**src/verilog/tph_pkg.sv**
```systemverilog
`default_nettype none
package tph_pkg;

	// Register indices; the byte address of each is four times the index.
	localparam logic [7:0] IDX_DATA_ACCESS = 8'h30;
	localparam logic [7:0] IDX_PKT_STATUS = 8'h31;
	localparam logic [7:0] IDX_HDR_CTRL = 8'h33;
	localparam logic [7:0] IDX_TX_CTRL = 8'h40;
	localparam logic [7:0] IDX_PREAMBLE = 8'h41;
	localparam logic [7:0] IDX_SYNC = 8'h42;
	localparam logic [7:0] IDX_HEADER = 8'h43;
	localparam logic [7:0] IDX_PKT_LEN = 8'h44;
	localparam logic [7:0] IDX_INT_STATUS = 8'h45;
	localparam logic [7:0] IDX_INT_MASK = 8'h46;

	// Values after reset.
	localparam logic [7:0] RST_DATA_ACCESS = 8'h00;
	localparam logic [7:0] RST_HDR_CTRL = 8'h00;
	localparam logic [7:0] RST_PREAMBLE = 8'h08;
	localparam logic [31:0] RST_SYNC = 32'h2D00_0000;
	localparam logic [31:0] RST_HEADER = 32'h0000_0000;
	localparam logic [7:0] RST_PKT_LEN = 8'h00;
	localparam logic [1:0] RST_SRC_MODE = 2'h2;
	localparam logic [1:0] RST_INT = 2'h0;
	localparam logic [15:0] CRC_SEED = 16'hFFFF;

	// Field positions outside the structs.
	localparam int BIT_PKT_TX = 1;
	localparam int BIT_PKT_SENT = 0;
	localparam int BIT_TX_START = 0;
	localparam int INT_SENT = 0;
	localparam int INT_START = 1;

	// Modes, polynomials and counts.
	localparam logic [1:0] SRC_FIFO = 2'h2;
	localparam logic [1:0] CRC_CCITT = 2'h0;
	localparam logic [1:0] CRC_IBM = 2'h1;
	localparam logic [1:0] CRC_IEC = 2'h2;
	localparam logic [15:0] POLY_CCITT = 16'h1021;
	localparam logic [15:0] POLY_IBM = 16'h8005;
	localparam logic [15:0] POLY_IEC = 16'h3D65;
	localparam logic [15:0] POLY_BAICHEVA = 16'hC867;
	localparam logic [3:0] PREAMBLE_NIBBLE = 4'hA;
	localparam logic [2:0] HDR_MAX = 3'h4;
	localparam logic [4:0] BITS_NIBBLE = 5'h04;
	localparam logic [4:0] BITS_BYTE = 5'h08;
	localparam logic [4:0] BITS_CRC = 5'h10;

	typedef struct packed {
		logic rsv7;
		logic lsbFirst;
		logic crcDataOnly;
		logic rsv4;
		logic pktEn;
		logic crcEn;
		logic [1:0] crcSel;
	} tph_dac_s;

	typedef struct packed {
		logic rsv7;
		logic [2:0] hdrLen;
		logic fixLen;
		logic [1:0] syncLen;
		logic preMsb;
	} tph_hdrctl_s;

	typedef enum logic [2:0] {
		ST_IDLE,
		ST_PRE,
		ST_SYNC,
		ST_HDR,
		ST_LEN,
		ST_DATA,
		ST_CRC,
		ST_RAW
	} tph_state_e;

endpackage
`default_nettype wire

```
**src/verilog/tph_crc16.sv**
```systemverilog
`timescale 1ns/10ps
`default_nettype none
module tph_crc16 (
	input wire logic clk_sys,
	input wire logic reset_n,
	input wire logic clear,
	input wire logic shiftEn,
	input wire logic bitIn,
	input wire logic [1:0] polySel,
	output logic [15:0] crc
);

	logic [15:0] crcReg;
	logic [15:0] crcNext;
	wire [15:0] poly;
	wire feedBack;

	assign poly = (polySel == tph_pkg::CRC_CCITT) ? tph_pkg::POLY_CCITT :
		(polySel == tph_pkg::CRC_IBM) ? tph_pkg::POLY_IBM :
		(polySel == tph_pkg::CRC_IEC) ? tph_pkg::POLY_IEC :
		tph_pkg::POLY_BAICHEVA;
	assign feedBack = bitIn ^ crcReg[15];
	assign crcNext = {crcReg[14:0], 1'b0} ^ (feedBack ? poly : 16'h0000);
	assign crc = crcReg;

	always_ff @(posedge clk_sys or negedge reset_n) begin
		if (!reset_n) begin
			crcReg <= tph_pkg::CRC_SEED;
		end else if (clear) begin
			crcReg <= tph_pkg::CRC_SEED;
		end else if (shiftEn) begin
			crcReg <= crcNext;
		end
	end

endmodule
`default_nettype wire

```
**src/verilog/tph_tx_packet.sv**
```systemverilog
`timescale 1ns/10ps
`default_nettype none
module tph_tx_packet (
	input wire logic clk_sys,
	input wire logic reset_n,
	input wire logic psel,
	input wire logic penable,
	input wire logic pwrite,
	input wire logic [11:0] paddr,
	input wire logic [31:0] pwdata,
	output logic [31:0] prdata,
	output logic pready,
	output logic pslverr,
	input wire logic [7:0] fifoData,
	input wire logic fifoValid,
	output logic fifoPop,
	input wire logic bitTick,
	output logic txBit,
	output logic txActive,
	output logic irq
);

	function automatic logic regMapped(input logic [7:0] idx);
		regMapped = (idx == tph_pkg::IDX_DATA_ACCESS) ||
			(idx == tph_pkg::IDX_PKT_STATUS) ||
			(idx == tph_pkg::IDX_HDR_CTRL) ||
			(idx == tph_pkg::IDX_TX_CTRL) ||
			(idx == tph_pkg::IDX_PREAMBLE) ||
			(idx == tph_pkg::IDX_SYNC) ||
			(idx == tph_pkg::IDX_HEADER) ||
			(idx == tph_pkg::IDX_PKT_LEN) ||
			(idx == tph_pkg::IDX_INT_STATUS) ||
			(idx == tph_pkg::IDX_INT_MASK);
	endfunction

	function automatic logic [7:0] rev8(input logic [7:0] b);
		logic [7:0] r;
		r = 8'h00;
		for (int i = 0; i < 8; i++) begin
			r[i] = b[7 - i];
		end
		rev8 = r;
	endfunction

	tph_pkg::tph_dac_s dacReg;
	tph_pkg::tph_hdrctl_s hdrCtlReg;
	logic [7:0] preLowReg;
	logic [31:0] syncReg;
	logic [31:0] headerReg;
	logic [7:0] pktLenReg;
	logic [1:0] srcModeReg;
	logic [1:0] intStatusReg;
	logic [1:0] intStatusNext;
	logic [1:0] intMaskReg;
	logic sentReg;
	logic [31:0] prdataReg;
	logic [31:0] rdMux;
	logic preadyReg;
	logic pslverrReg;
	logic irqReg;
	logic fifoPopReg;
	logic txActiveReg;

	tph_pkg::tph_state_e stateReg;
	tph_pkg::tph_state_e stateNext;
	logic [8:0] cntReg;
	logic [8:0] cntNext;
	logic [31:0] wordReg;
	logic [31:0] wordNext;
	logic [15:0] shiftReg;
	logic [4:0] bitsLeftReg;
	logic loadEn;
	logic byteLoad;
	logic [7:0] byteSrc;
	logic [15:0] loadVal;
	logic [4:0] loadBits;
	logic popNext;
	logic finish;
	logic [15:0] crcValue;

	// Bus decode.
	wire [7:0] accIdx = paddr[9:2];
	wire addrOk = (paddr[11:10] == 2'h0) && (paddr[1:0] == 2'h0);
	wire hit = addrOk && regMapped(accIdx);
	wire setupPh = psel && !penable;
	wire accessPh = psel && penable;
	wire wrEn = accessPh && pwrite && hit;
	wire rdDone = accessPh && !pwrite && hit;
	wire wrDac = wrEn && (accIdx == tph_pkg::IDX_DATA_ACCESS);
	wire wrHdr = wrEn && (accIdx == tph_pkg::IDX_HDR_CTRL);
	wire wrTxCtrl = wrEn && (accIdx == tph_pkg::IDX_TX_CTRL);
	wire wrPre = wrEn && (accIdx == tph_pkg::IDX_PREAMBLE);
	wire wrSync = wrEn && (accIdx == tph_pkg::IDX_SYNC);
	wire wrHead = wrEn && (accIdx == tph_pkg::IDX_HEADER);
	wire wrLen = wrEn && (accIdx == tph_pkg::IDX_PKT_LEN);
	wire wrMask = wrEn && (accIdx == tph_pkg::IDX_INT_MASK);
	wire rdIntStat = rdDone && (accIdx == tph_pkg::IDX_INT_STATUS);

	// Transmit control terms.
	wire busy = (stateReg != tph_pkg::ST_IDLE);
	wire pktMode = dacReg.pktEn && (srcModeReg == tph_pkg::SRC_FIFO);
	wire startGo = wrTxCtrl && pwdata[tph_pkg::BIT_TX_START] && !busy;
	wire [8:0] preLen = {hdrCtlReg.preMsb, preLowReg};
	wire [8:0] preLenEff = (preLen == 9'h000) ? 9'h001 : preLen;
	wire [2:0] hdrCount = (hdrCtlReg.hdrLen > tph_pkg::HDR_MAX) ?
		tph_pkg::HDR_MAX : hdrCtlReg.hdrLen;
	wire step = busy && (bitsLeftReg == 5'h00);
	wire tickShift = busy && bitTick && (bitsLeftReg != 5'h00);
	wire inDataField = (stateReg == tph_pkg::ST_DATA);
	wire inHdrField = (stateReg == tph_pkg::ST_HDR) ||
		(stateReg == tph_pkg::ST_LEN);
	wire crcScope = dacReg.crcEn &&
		(inDataField || (!dacReg.crcDataOnly && inHdrField));
	wire crcFeed = tickShift && crcScope;
	wire [1:0] intSet = {startGo, finish};
	wire [1:0] intClr = rdIntStat ? prdataReg[1:0] : 2'h0;

	// Set wins over the read clear, so an event in the read cycle survives.
	assign intStatusNext = (intStatusReg & ~intClr) | intSet;

	tph_crc16 u_crc (
		.clk_sys(clk_sys),
		.reset_n(reset_n),
		.clear(startGo),
		.shiftEn(crcFeed),
		.bitIn(shiftReg[15]),
		.polySel(dacReg.crcSel),
		.crc(crcValue)
	);

	// Read data is captured in the setup phase so that it leaves a flop.
	always_comb begin
		rdMux = 32'h0000_0000;
		case (accIdx)
		tph_pkg::IDX_DATA_ACCESS: begin
			rdMux[7:0] = dacReg;
		end
		tph_pkg::IDX_PKT_STATUS: begin
			rdMux[tph_pkg::BIT_PKT_TX] = busy;
			rdMux[tph_pkg::BIT_PKT_SENT] = sentReg;
		end
		tph_pkg::IDX_HDR_CTRL: begin
			rdMux[6:0] = hdrCtlReg[6:0];
		end
		tph_pkg::IDX_TX_CTRL: begin
			rdMux[2:1] = srcModeReg;
		end
		tph_pkg::IDX_PREAMBLE: begin
			rdMux[7:0] = preLowReg;
		end
		tph_pkg::IDX_SYNC: begin
			rdMux = syncReg;
		end
		tph_pkg::IDX_HEADER: begin
			rdMux = headerReg;
		end
		tph_pkg::IDX_PKT_LEN: begin
			rdMux[7:0] = pktLenReg;
		end
		tph_pkg::IDX_INT_STATUS: begin
			rdMux[1:0] = intStatusReg;
		end
		tph_pkg::IDX_INT_MASK: begin
			rdMux[1:0] = intMaskReg;
		end
		default: begin
			rdMux = 32'h0000_0000;
		end
		endcase
	end

	// Sequencer. A step with no load moves on to the next field, except a ST_DATA
	// stall on an empty FIFO; a move costs a clock cycle, never a bit period, as ticks are far apart.
	always_comb begin
		stateNext = stateReg;
		cntNext = cntReg;
		wordNext = wordReg;
		loadEn = 1'b0;
		byteLoad = 1'b0;
		byteSrc = 8'h00;
		loadVal = 16'h0000;
		loadBits = 5'h00;
		popNext = 1'b0;
		finish = 1'b0;
		if (startGo) begin
			stateNext = pktMode ? tph_pkg::ST_PRE : tph_pkg::ST_RAW;
			cntNext = preLenEff;
		end else if (step) begin
			case (stateReg)
			tph_pkg::ST_PRE: begin
				if (cntReg != 9'h000) begin
					loadEn = 1'b1;
					loadVal = {tph_pkg::PREAMBLE_NIBBLE, 12'h000};
					loadBits = tph_pkg::BITS_NIBBLE;
					cntNext = cntReg - 9'h001;
				end else begin
					stateNext = tph_pkg::ST_SYNC;
					wordNext = syncReg;
					cntNext = 9'(hdrCtlReg.syncLen) + 9'h001;
				end
			end
			tph_pkg::ST_SYNC, tph_pkg::ST_HDR: begin
				if (cntReg != 9'h000) begin
					byteLoad = 1'b1;
					byteSrc = wordReg[31:24];
					wordNext = {wordReg[23:0], 8'h00};
					cntNext = cntReg - 9'h001;
				end else if (stateReg == tph_pkg::ST_SYNC) begin
					stateNext = tph_pkg::ST_HDR;
					wordNext = headerReg;
					cntNext = 9'(hdrCount);
				end else begin
					stateNext = tph_pkg::ST_LEN;
					cntNext = hdrCtlReg.fixLen ? 9'h000 : 9'h001;
				end
			end
			tph_pkg::ST_LEN: begin
				if (cntReg != 9'h000) begin
					byteLoad = 1'b1;
					byteSrc = pktLenReg;
					cntNext = 9'h000;
				end else begin
					stateNext = tph_pkg::ST_DATA;
					cntNext = 9'(pktLenReg);
				end
			end
			tph_pkg::ST_DATA: begin
				if (cntReg != 9'h000) begin
					// A short FIFO stalls the packet rather than padding it.
					if (fifoValid) begin
						byteLoad = 1'b1;
						byteSrc = fifoData;
						popNext = 1'b1;
						cntNext = cntReg - 9'h001;
					end
				end else begin
					stateNext = tph_pkg::ST_CRC;
					cntNext = dacReg.crcEn ? 9'h001 : 9'h000;
				end
			end
			tph_pkg::ST_CRC: begin
				if (cntReg != 9'h000) begin
					loadEn = 1'b1;
					loadVal = crcValue;
					loadBits = tph_pkg::BITS_CRC;
					cntNext = 9'h000;
				end else begin
					stateNext = tph_pkg::ST_IDLE;
					finish = 1'b1;
				end
			end
			tph_pkg::ST_RAW: begin
				// Raw mode ends as soon as the FIFO runs dry.
				if (fifoValid) begin
					byteLoad = 1'b1;
					byteSrc = fifoData;
					popNext = 1'b1;
				end else begin
					stateNext = tph_pkg::ST_IDLE;
					finish = 1'b1;
				end
			end
			default: begin
				stateNext = tph_pkg::ST_IDLE;
			end
			endcase
			if (byteLoad) begin
				loadEn = 1'b1;
				loadVal = {dacReg.lsbFirst ? rev8(byteSrc) : byteSrc,
					8'h00};
				loadBits = tph_pkg::BITS_BYTE;
			end
		end
	end

	always_ff @(posedge clk_sys or negedge reset_n) begin
		if (!reset_n) begin
			dacReg <= tph_pkg::RST_DATA_ACCESS;
			hdrCtlReg <= tph_pkg::RST_HDR_CTRL;
			preLowReg <= tph_pkg::RST_PREAMBLE;
			syncReg <= tph_pkg::RST_SYNC;
			headerReg <= tph_pkg::RST_HEADER;
			pktLenReg <= tph_pkg::RST_PKT_LEN;
			srcModeReg <= tph_pkg::RST_SRC_MODE;
			intMaskReg <= tph_pkg::RST_INT;
		end else begin
			if (wrDac) dacReg <= pwdata[7:0];
			if (wrHdr) hdrCtlReg <= {1'b0, pwdata[6:0]};
			if (wrPre) preLowReg <= pwdata[7:0];
			if (wrSync) syncReg <= pwdata;
			if (wrHead) headerReg <= pwdata;
			if (wrLen) pktLenReg <= pwdata[7:0];
			if (wrTxCtrl) srcModeReg <= pwdata[2:1];
			if (wrMask) intMaskReg <= pwdata[1:0];
		end
	end

	always_ff @(posedge clk_sys or negedge reset_n) begin
		if (!reset_n) begin
			prdataReg <= 32'h0000_0000;
			preadyReg <= 1'b0;
			pslverrReg <= 1'b0;
		end else begin
			preadyReg <= 1'b1;
			if (setupPh) begin
				prdataReg <= pwrite ? 32'h0000_0000 : rdMux;
				pslverrReg <= !hit;
			end
		end
	end

	// Only the interrupt status read clears events; the packet status
	// register shows the sent flag without touching them.
	always_ff @(posedge clk_sys or negedge reset_n) begin
		if (!reset_n) begin
			intStatusReg <= tph_pkg::RST_INT;
			irqReg <= 1'b0;
			sentReg <= 1'b0;
		end else begin
			intStatusReg <= intStatusNext;
			irqReg <= |(intStatusNext & intMaskReg);
			if (finish) sentReg <= 1'b1;
			else if (startGo) sentReg <= 1'b0;
		end
	end

	always_ff @(posedge clk_sys or negedge reset_n) begin
		if (!reset_n) begin
			stateReg <= tph_pkg::ST_IDLE;
			cntReg <= 9'h000;
			wordReg <= 32'h0000_0000;
			fifoPopReg <= 1'b0;
			txActiveReg <= 1'b0;
		end else begin
			stateReg <= stateNext;
			cntReg <= cntNext;
			wordReg <= wordNext;
			fifoPopReg <= popNext;
			txActiveReg <= (stateNext != tph_pkg::ST_IDLE);
		end
	end

	// The last bit of a unit is held, not shifted, so the line keeps it
	// until the next unit is loaded or finish clears the register.
	always_ff @(posedge clk_sys or negedge reset_n) begin
		if (!reset_n) begin
			shiftReg <= 16'h0000;
			bitsLeftReg <= 5'h00;
		end else if (loadEn) begin
			shiftReg <= loadVal;
			bitsLeftReg <= loadBits;
		end else if (finish) begin
			shiftReg <= 16'h0000;
		end else if (tickShift) begin
			bitsLeftReg <= bitsLeftReg - 5'h01;
			if (bitsLeftReg != 5'h01) shiftReg <= {shiftReg[14:0], 1'b0};
		end
	end

	assign prdata = prdataReg;
	assign pready = preadyReg;
	assign pslverr = pslverrReg;
	assign fifoPop = fifoPopReg;
	assign txBit = shiftReg[15];
	assign txActive = txActiveReg;
	assign irq = irqReg;

endmodule
`default_nettype wire

```
**config.mk**
```make
export PLATFORM = sky130hd
export DESIGN_NAME = tph_tx_packet
export DESIGN_NICKNAME = d
export VERILOG_FILES = /design/src/verilog/tph_pkg.sv /design/src/verilog/tph_crc16.sv /design/src/verilog/tph_tx_packet.sv
export SDC_FILE = /design/constraint.sdc
export NUM_CORES = 1
export LEC_CHECK = 0
export BUFFER_PORTS_ARGS = -buffer_cell sky130_fd_sc_hd__buf_2
export CAP_MARGIN = 5
export CORE_MARGIN = 4
export CORE_UTILIZATION = 65
export CTS_BUF_LIST = sky130_fd_sc_hd__clkbuf_16
export DETAILED_ROUTE_END_ITERATION = 16
export HOLD_SLACK_MARGIN = 0.12
export MAX_ROUTING_LAYER = met4
export PLACE_DENSITY = 0.86
export SYNTH_ARGS = -nofsm -noshare
export SYNTH_HDL_FRONTEND = slang
export SYNTH_SLANG_ARGS = --single-unit
```
**constraint.sdc**
```tcl
create_clock -name clk_sys -period 3.85 [get_ports clk_sys]
set_clock_uncertainty 0.2 [all_clocks]
set_input_delay 0.1925 -clock clk_sys [delete_from_list [all_inputs] [get_ports clk_sys]]
set_output_delay 0.1925 -clock clk_sys [all_outputs]
set_load 0.05 [all_outputs]
```
Word level (Yosys, flattened, before mapping)
Index checks and enable logic that the tools add are counted.

word-level totals
  bits of input ports = 59
  flip-flop bits (word level) = 220

cells by class
  order comparisons = 1
  muxes and demuxes = 88
  add/sub/neg operators = 3
  reductions and logical operators = 67
  equality and inequality tests = 26
  bitwise logic cells = 7

operator list
  operator              count
  $mux W16              15
  $mux W32              4
  $mux W9               8
  $pmux W32 S2          1
  $eq A8 B7 Y1 const B  7
  $mux W8               6
  $pmux W24 S2          1
  $pmux W9 S5           1
  $mux W3               13
  $mux W5               7
  $pmux W16 S2          1
  $pmux W8 S4           1
  $logic_and A1 B1 Y1   26
  $eq A8 B6 Y1 const B  3
  $pmux W4 S6           1
  $mux W1               19
  $pmux W3 S6           1
  $xor A16 B16 Y16      1
  $eq A3 B3 Y1 const B  4
  $reduce_bool A3 Y1    4
  $logic_or A1 B1 Y1    11
  $pmux W1 S10          1
  $pmux W5 S2           1
  $reduce_bool A2 Y1    5
  other kinds (35)      50

Logic depth before layout (Yosys ltp)
  depth after elaboration = 21
  gate-level depth with buffers = 9

Modules after synthesis
Synthesis repeated with hierarchy kept, for this count alone.

second synthesis, totals
  cell total of the unflattened synthesis = 1098
  area, all modules = 11363.4 µm²

by module, submodules not included
  module         area each (µm²)  times used  cells an instance
  tph_tx_packet  10447.5          1           1002
  tph_crc16      915.9            1           96

Worst setup path before layout
No wires, ideal clock.

  kind = register to register
  start point = register cntReg[0]
  end point = register shiftReg[10]
  arrival = 2.232 ns
  cell stages (with the launch flop) = 8
  setup slack = 1.292 ns
  required time = 3.524 ns
  path buffers = 0
  cell sequence = dfrtp_1 -> inv_1 -> ha_1 -> or4b_2 -> o31a_1 -> a22oi_2 -> a211oi_1 -> o32a_1

between the ends
  word-level cells in the longest chain between the ends = 10
  elaborated cells between the ends (all ways) = 29
  those cells by class = mux: 25; reduce/logical: 4

ends and longest elaborated chain
  what                          RTL line              source
  start: declaration            tph_tx_packet.sv:66   logic [8:0] cntReg;
  start signal: assignment      tph_tx_packet.sv:336  cntReg <= cntNext;
  $reduce_bool A9 Y1 (*)        -
  $mux W1 (on tied branches)    -
  $pmux W1 S3                   tph_tx_packet.sv:189  case (stateReg)
  $mux W1                       tph_tx_packet.sv:188  end else if (step) begin
  $mux W1                       tph_tx_packet.sv:185  if (startGo) begin
  $mux W1                       tph_tx_packet.sv:267  if (byteLoad) begin
  $mux W1                       tph_tx_packet.sv:188
  $mux W1                       tph_tx_packet.sv:185
  $reduce_bool A3 Y1 (no line)  -
  $reduce_and A2 Y1 (no line)   -
  end signal: assignment        tph_tx_packet.sv:350  shiftReg <= loadVal;
  end signal: assignment        tph_tx_packet.sv:356  if (bitsLeftReg != 5'h01) shiftReg <= {shiftReg[14:0], 1'b0};
  end: declaration              tph_tx_packet.sv:70   logic [15:0] shiftReg;

Mark *: on every way between the ends. The rest lies on a longest branch, timed or not. The select of a mux whose other input is x is not followed.
A chain may end at the register's enable or synchronous reset.

Worst setup path after layout
  start point = register cntReg[0]
  end point = register shiftReg[14]

Same word-level chain as after synthesis.

==> metrics <==
outcome complete, no violations; part of the cycle the worst path needs 0.9039; top-area cell type share of the netlist area 0.4418; drt initial violations approximately 1000; CTS clk-pin slew, worst paths ~0.060 ns; wirelength, routed around 32000 µm; core box area 16760 µm²; Post-DRT Antenna Nets 0; vias between 9000 and 10000; Primary FF master, synth dfrtp_1; Post-Syn Area between 10000 and 15000 µm²; setup TNS 0 ns; Period minus WS final roughly 3.5 ns; Ports 97; pin count of the biggest net entering global routing between 100 and 150; Required @ worst endpoint between 4 and 5 ns; vias in the first global route around 9500; Row Count 47; Final Instance Area 13190 µm²; Max Clk Rate between 200 and 300 MHz; critical setup path kind flip-flop to flip-flop; Clock Root Buffer clkbuf_16; share of post-route cells with drive strength above 1 0.2632; worst relative slew slack 0.3152; Yosys top cell by area dfrtp_1; die span in x 139.4 µm; final-report max-slew violation count 0; final core occ 0.7871; Synth async-reset ratio 1.000; hpwl dp between 20000 and 25000 µm; first-pass GRT wire length slightly above 50000 µm; synthesized flop and latch total 220; Clock H-tree levels 1; maximum vdd drop approximately 0.42 mV; Hold Vio Cnt, Final 0; Nets approximately 1200; clock latency at the later pin of the worst-skew pair 0.53 ns; DRC viols 0; Post-CTS Setup Inserts 0; Syn Area/Cell approximately 11 µm²; Leak slightly above 6 nW; Initial Utilization 0.6691; Power Density 507.6 nW/µm²; # Max-Cap Violations 0; Cells after Synth 1044; synth warn 0; Unique masters post-synth 85; CP Launch Type flip-flop; number of vias per cell 6.784; RePlAce Congestion 0.9647; setup violators final 0; clk sink count between 200 and 250; die area 19420 µm²; DR pass1 iterations 6; DP Area ~12000 µm²; Layout area overhead 17.63%; CTS tree yes; CP Data Arrival Time 3.65 ns; antenna violations before repair 1; port bufs between 90 and 100; GRT overflow 0; RSZ-0062 raised after global routing false; Synth Net Count around 1100; Clock Path Buffers 3; GR Util All Layers 0.3261; Post-synth EDFFs 0; CP Capture Type flip-flop; Die Y-Extent between 100 and 150 µm; Min-Delay Path Class input pin to flip-flop; total CTS buffers 23; Crit Path Max Fanout 36; actual slew at the worst max-slew pin ~1.0 ns; wire per inst between 20 and 25 µm; largest cells by area after synthesis dfrtp_1 44%, mux2_2 10%, dfstp_2 5.2%, nand2_1 4.6%, o21ai_0 2.7%; Seq/Total Area, Yosys 0.4934; fill cell count approximately 1100
==> where the power goes <==
| part | internal [mW] | total (mW) | switching [mW] |
|---|---|---|---|
| combinational | 0.665 | 1.64 | 0.972 |
| clock | 1.30 | 2.24 | 0.944 |
| sequential | 2.58 | 2.82 | 0.241 |
| total | 4.54 | 6.70 | 2.16 |
==> cell families after synthesis <==
| group | synth area share |
|---|---|
| multiplexers | 0.1214 |
| other | 0.0003344 |
| AND/OR/NAND/NOR | 0.1395 |
| flip-flops | 0.4934 |
| adder cells (fa/ha/maj) | 0.004463 |
| XOR/XNOR | 0.01328 |
| AO/OA/AOI/OAI | 0.1925 |
| buffers and inverters | 0.03526 |
==> final timing paths <==
kind | start | endpoint | slack (ns) | cells after the start
setup / recovery | cntReg[0] | shiftReg[14] | 0.37 | 9
hold / removal | fifoData[0] | shiftReg[15] | 0.16 | 6
setup reg to reg | cntReg[0] | shiftReg[14] | 0.37 | 9
hold reg to reg | prdata[16] | prdata[16] | 0.28 | 2
max in group asynchronous | reset_n | u_crc.crc[6] | 2.39 | 3
min in group asynchronous | reset_n | bitsLeftReg[1] | 0.18 | 2
==> registers in the layout, indices dropped and copies added, names as in the netlist, 3 cells and up <==
name and cells:
preLowReg 8, cntReg 9, syncReg 32, wordReg 32, hdrCtlReg 7, bitsLeftReg 5, u_crc.crc 16, dacReg 8
prdata 32, shiftReg 16, stateReg 3, headerReg 32, pktLenReg 8
==> routing by layer <==
layer	GRT usage	wire length, µm	vias up
li1	-	-	4166
met1	0.4485	12520	4739
met2	0.5028	14900	575
met3	0.05214	2976	113
met4	0.1045	1142	0
met5	-	0	-
==> area by class of cell <==
type                            count  area (µm²)  share of cell area
Antenna cell                        1       2.502           0.0001897
Clock buffer                       23       575.6             0.04363
Clock inverter                     19       176.4             0.01337
Inverter                           12       45.04            0.003415
Multi-Input combinational cell    741        5310              0.4025
Sequential cell                   220        5533              0.4194
Tap cell                          220       275.3             0.02087
Timing Repair Buffer              178        1274             0.09656
==> synthesized netlist by cell type, drive strengths merged, types with 4 or more instances <==
master,count
a211oi,6
a22oi,32
dfstp,22
o221ai,7
nor2,47
o221a,5
ha,4
mux2,102
buf,34
a221oi,6
or3,5
and3,12
nand2b,4
nor2b,7
inv,11
or4,4
clkbuf,37
or2,5
nor3,18
xor2,14
nor3b,4
nor4,9
dfrtp,198
nand3,17
a21o,32
o211ai,12
a32o,5
a2bb2oi,10
nand2,139
a22o,4
o21ai,62
a32oi,6
nand4,9
a21oi,42
and2,5
a311oi,26
a221o,8
o2bb2ai,5
mux2i,19
==> worst max-delay path, stage by stage (launching register included) <==
cell	delay, ns
dfrtp_1	0.40
inv_1	0.09
ha_1	0.21
or4b_2	0.68
nor2_2	0.32
buf_4	0.43
o2bb2ai_1	0.15
mux2i_1	0.18
dlygate4sd3_1	0.56
o221ai_1	0.10
==> layout by cell type, fill, tap and decap left out, types with 26 or more instances in the layout <==
master	instances
nor2_1	44
dfrtp_1	198
buf_2	95
nand2_1	138
a311oi_1	26
a21oi_1	42
a22oi_1	31
a21o_1	32
mux2_2	101
o21ai_0	60
dlygate4sd3_1	57
==> what timing repair did <==
item,4_1_cts,5_1_grt
setup endpoints to repair,0,0
hold endpoints to repair,241,0
gates resized for setup,0,0
hold buffers,57,0
==> per-stage QoR <==
stage          cells  hold slack (ns)  setup WS, ns  total power, mW
3_3_place_gp    1314           0.1885        0.9225            4.325
5_1_grt         1414           0.1829        0.2072            6.973
4_1_cts         1413           0.1311        0.4511            6.668
3_5_place_dp    1314           0.1887        0.8501            4.371
6_report        1414           0.1556        0.3700            6.695
2_1_floorplan   1044          -0.3031         1.292            3.930
Note: power is estimated with default switching activity, not from simulation.
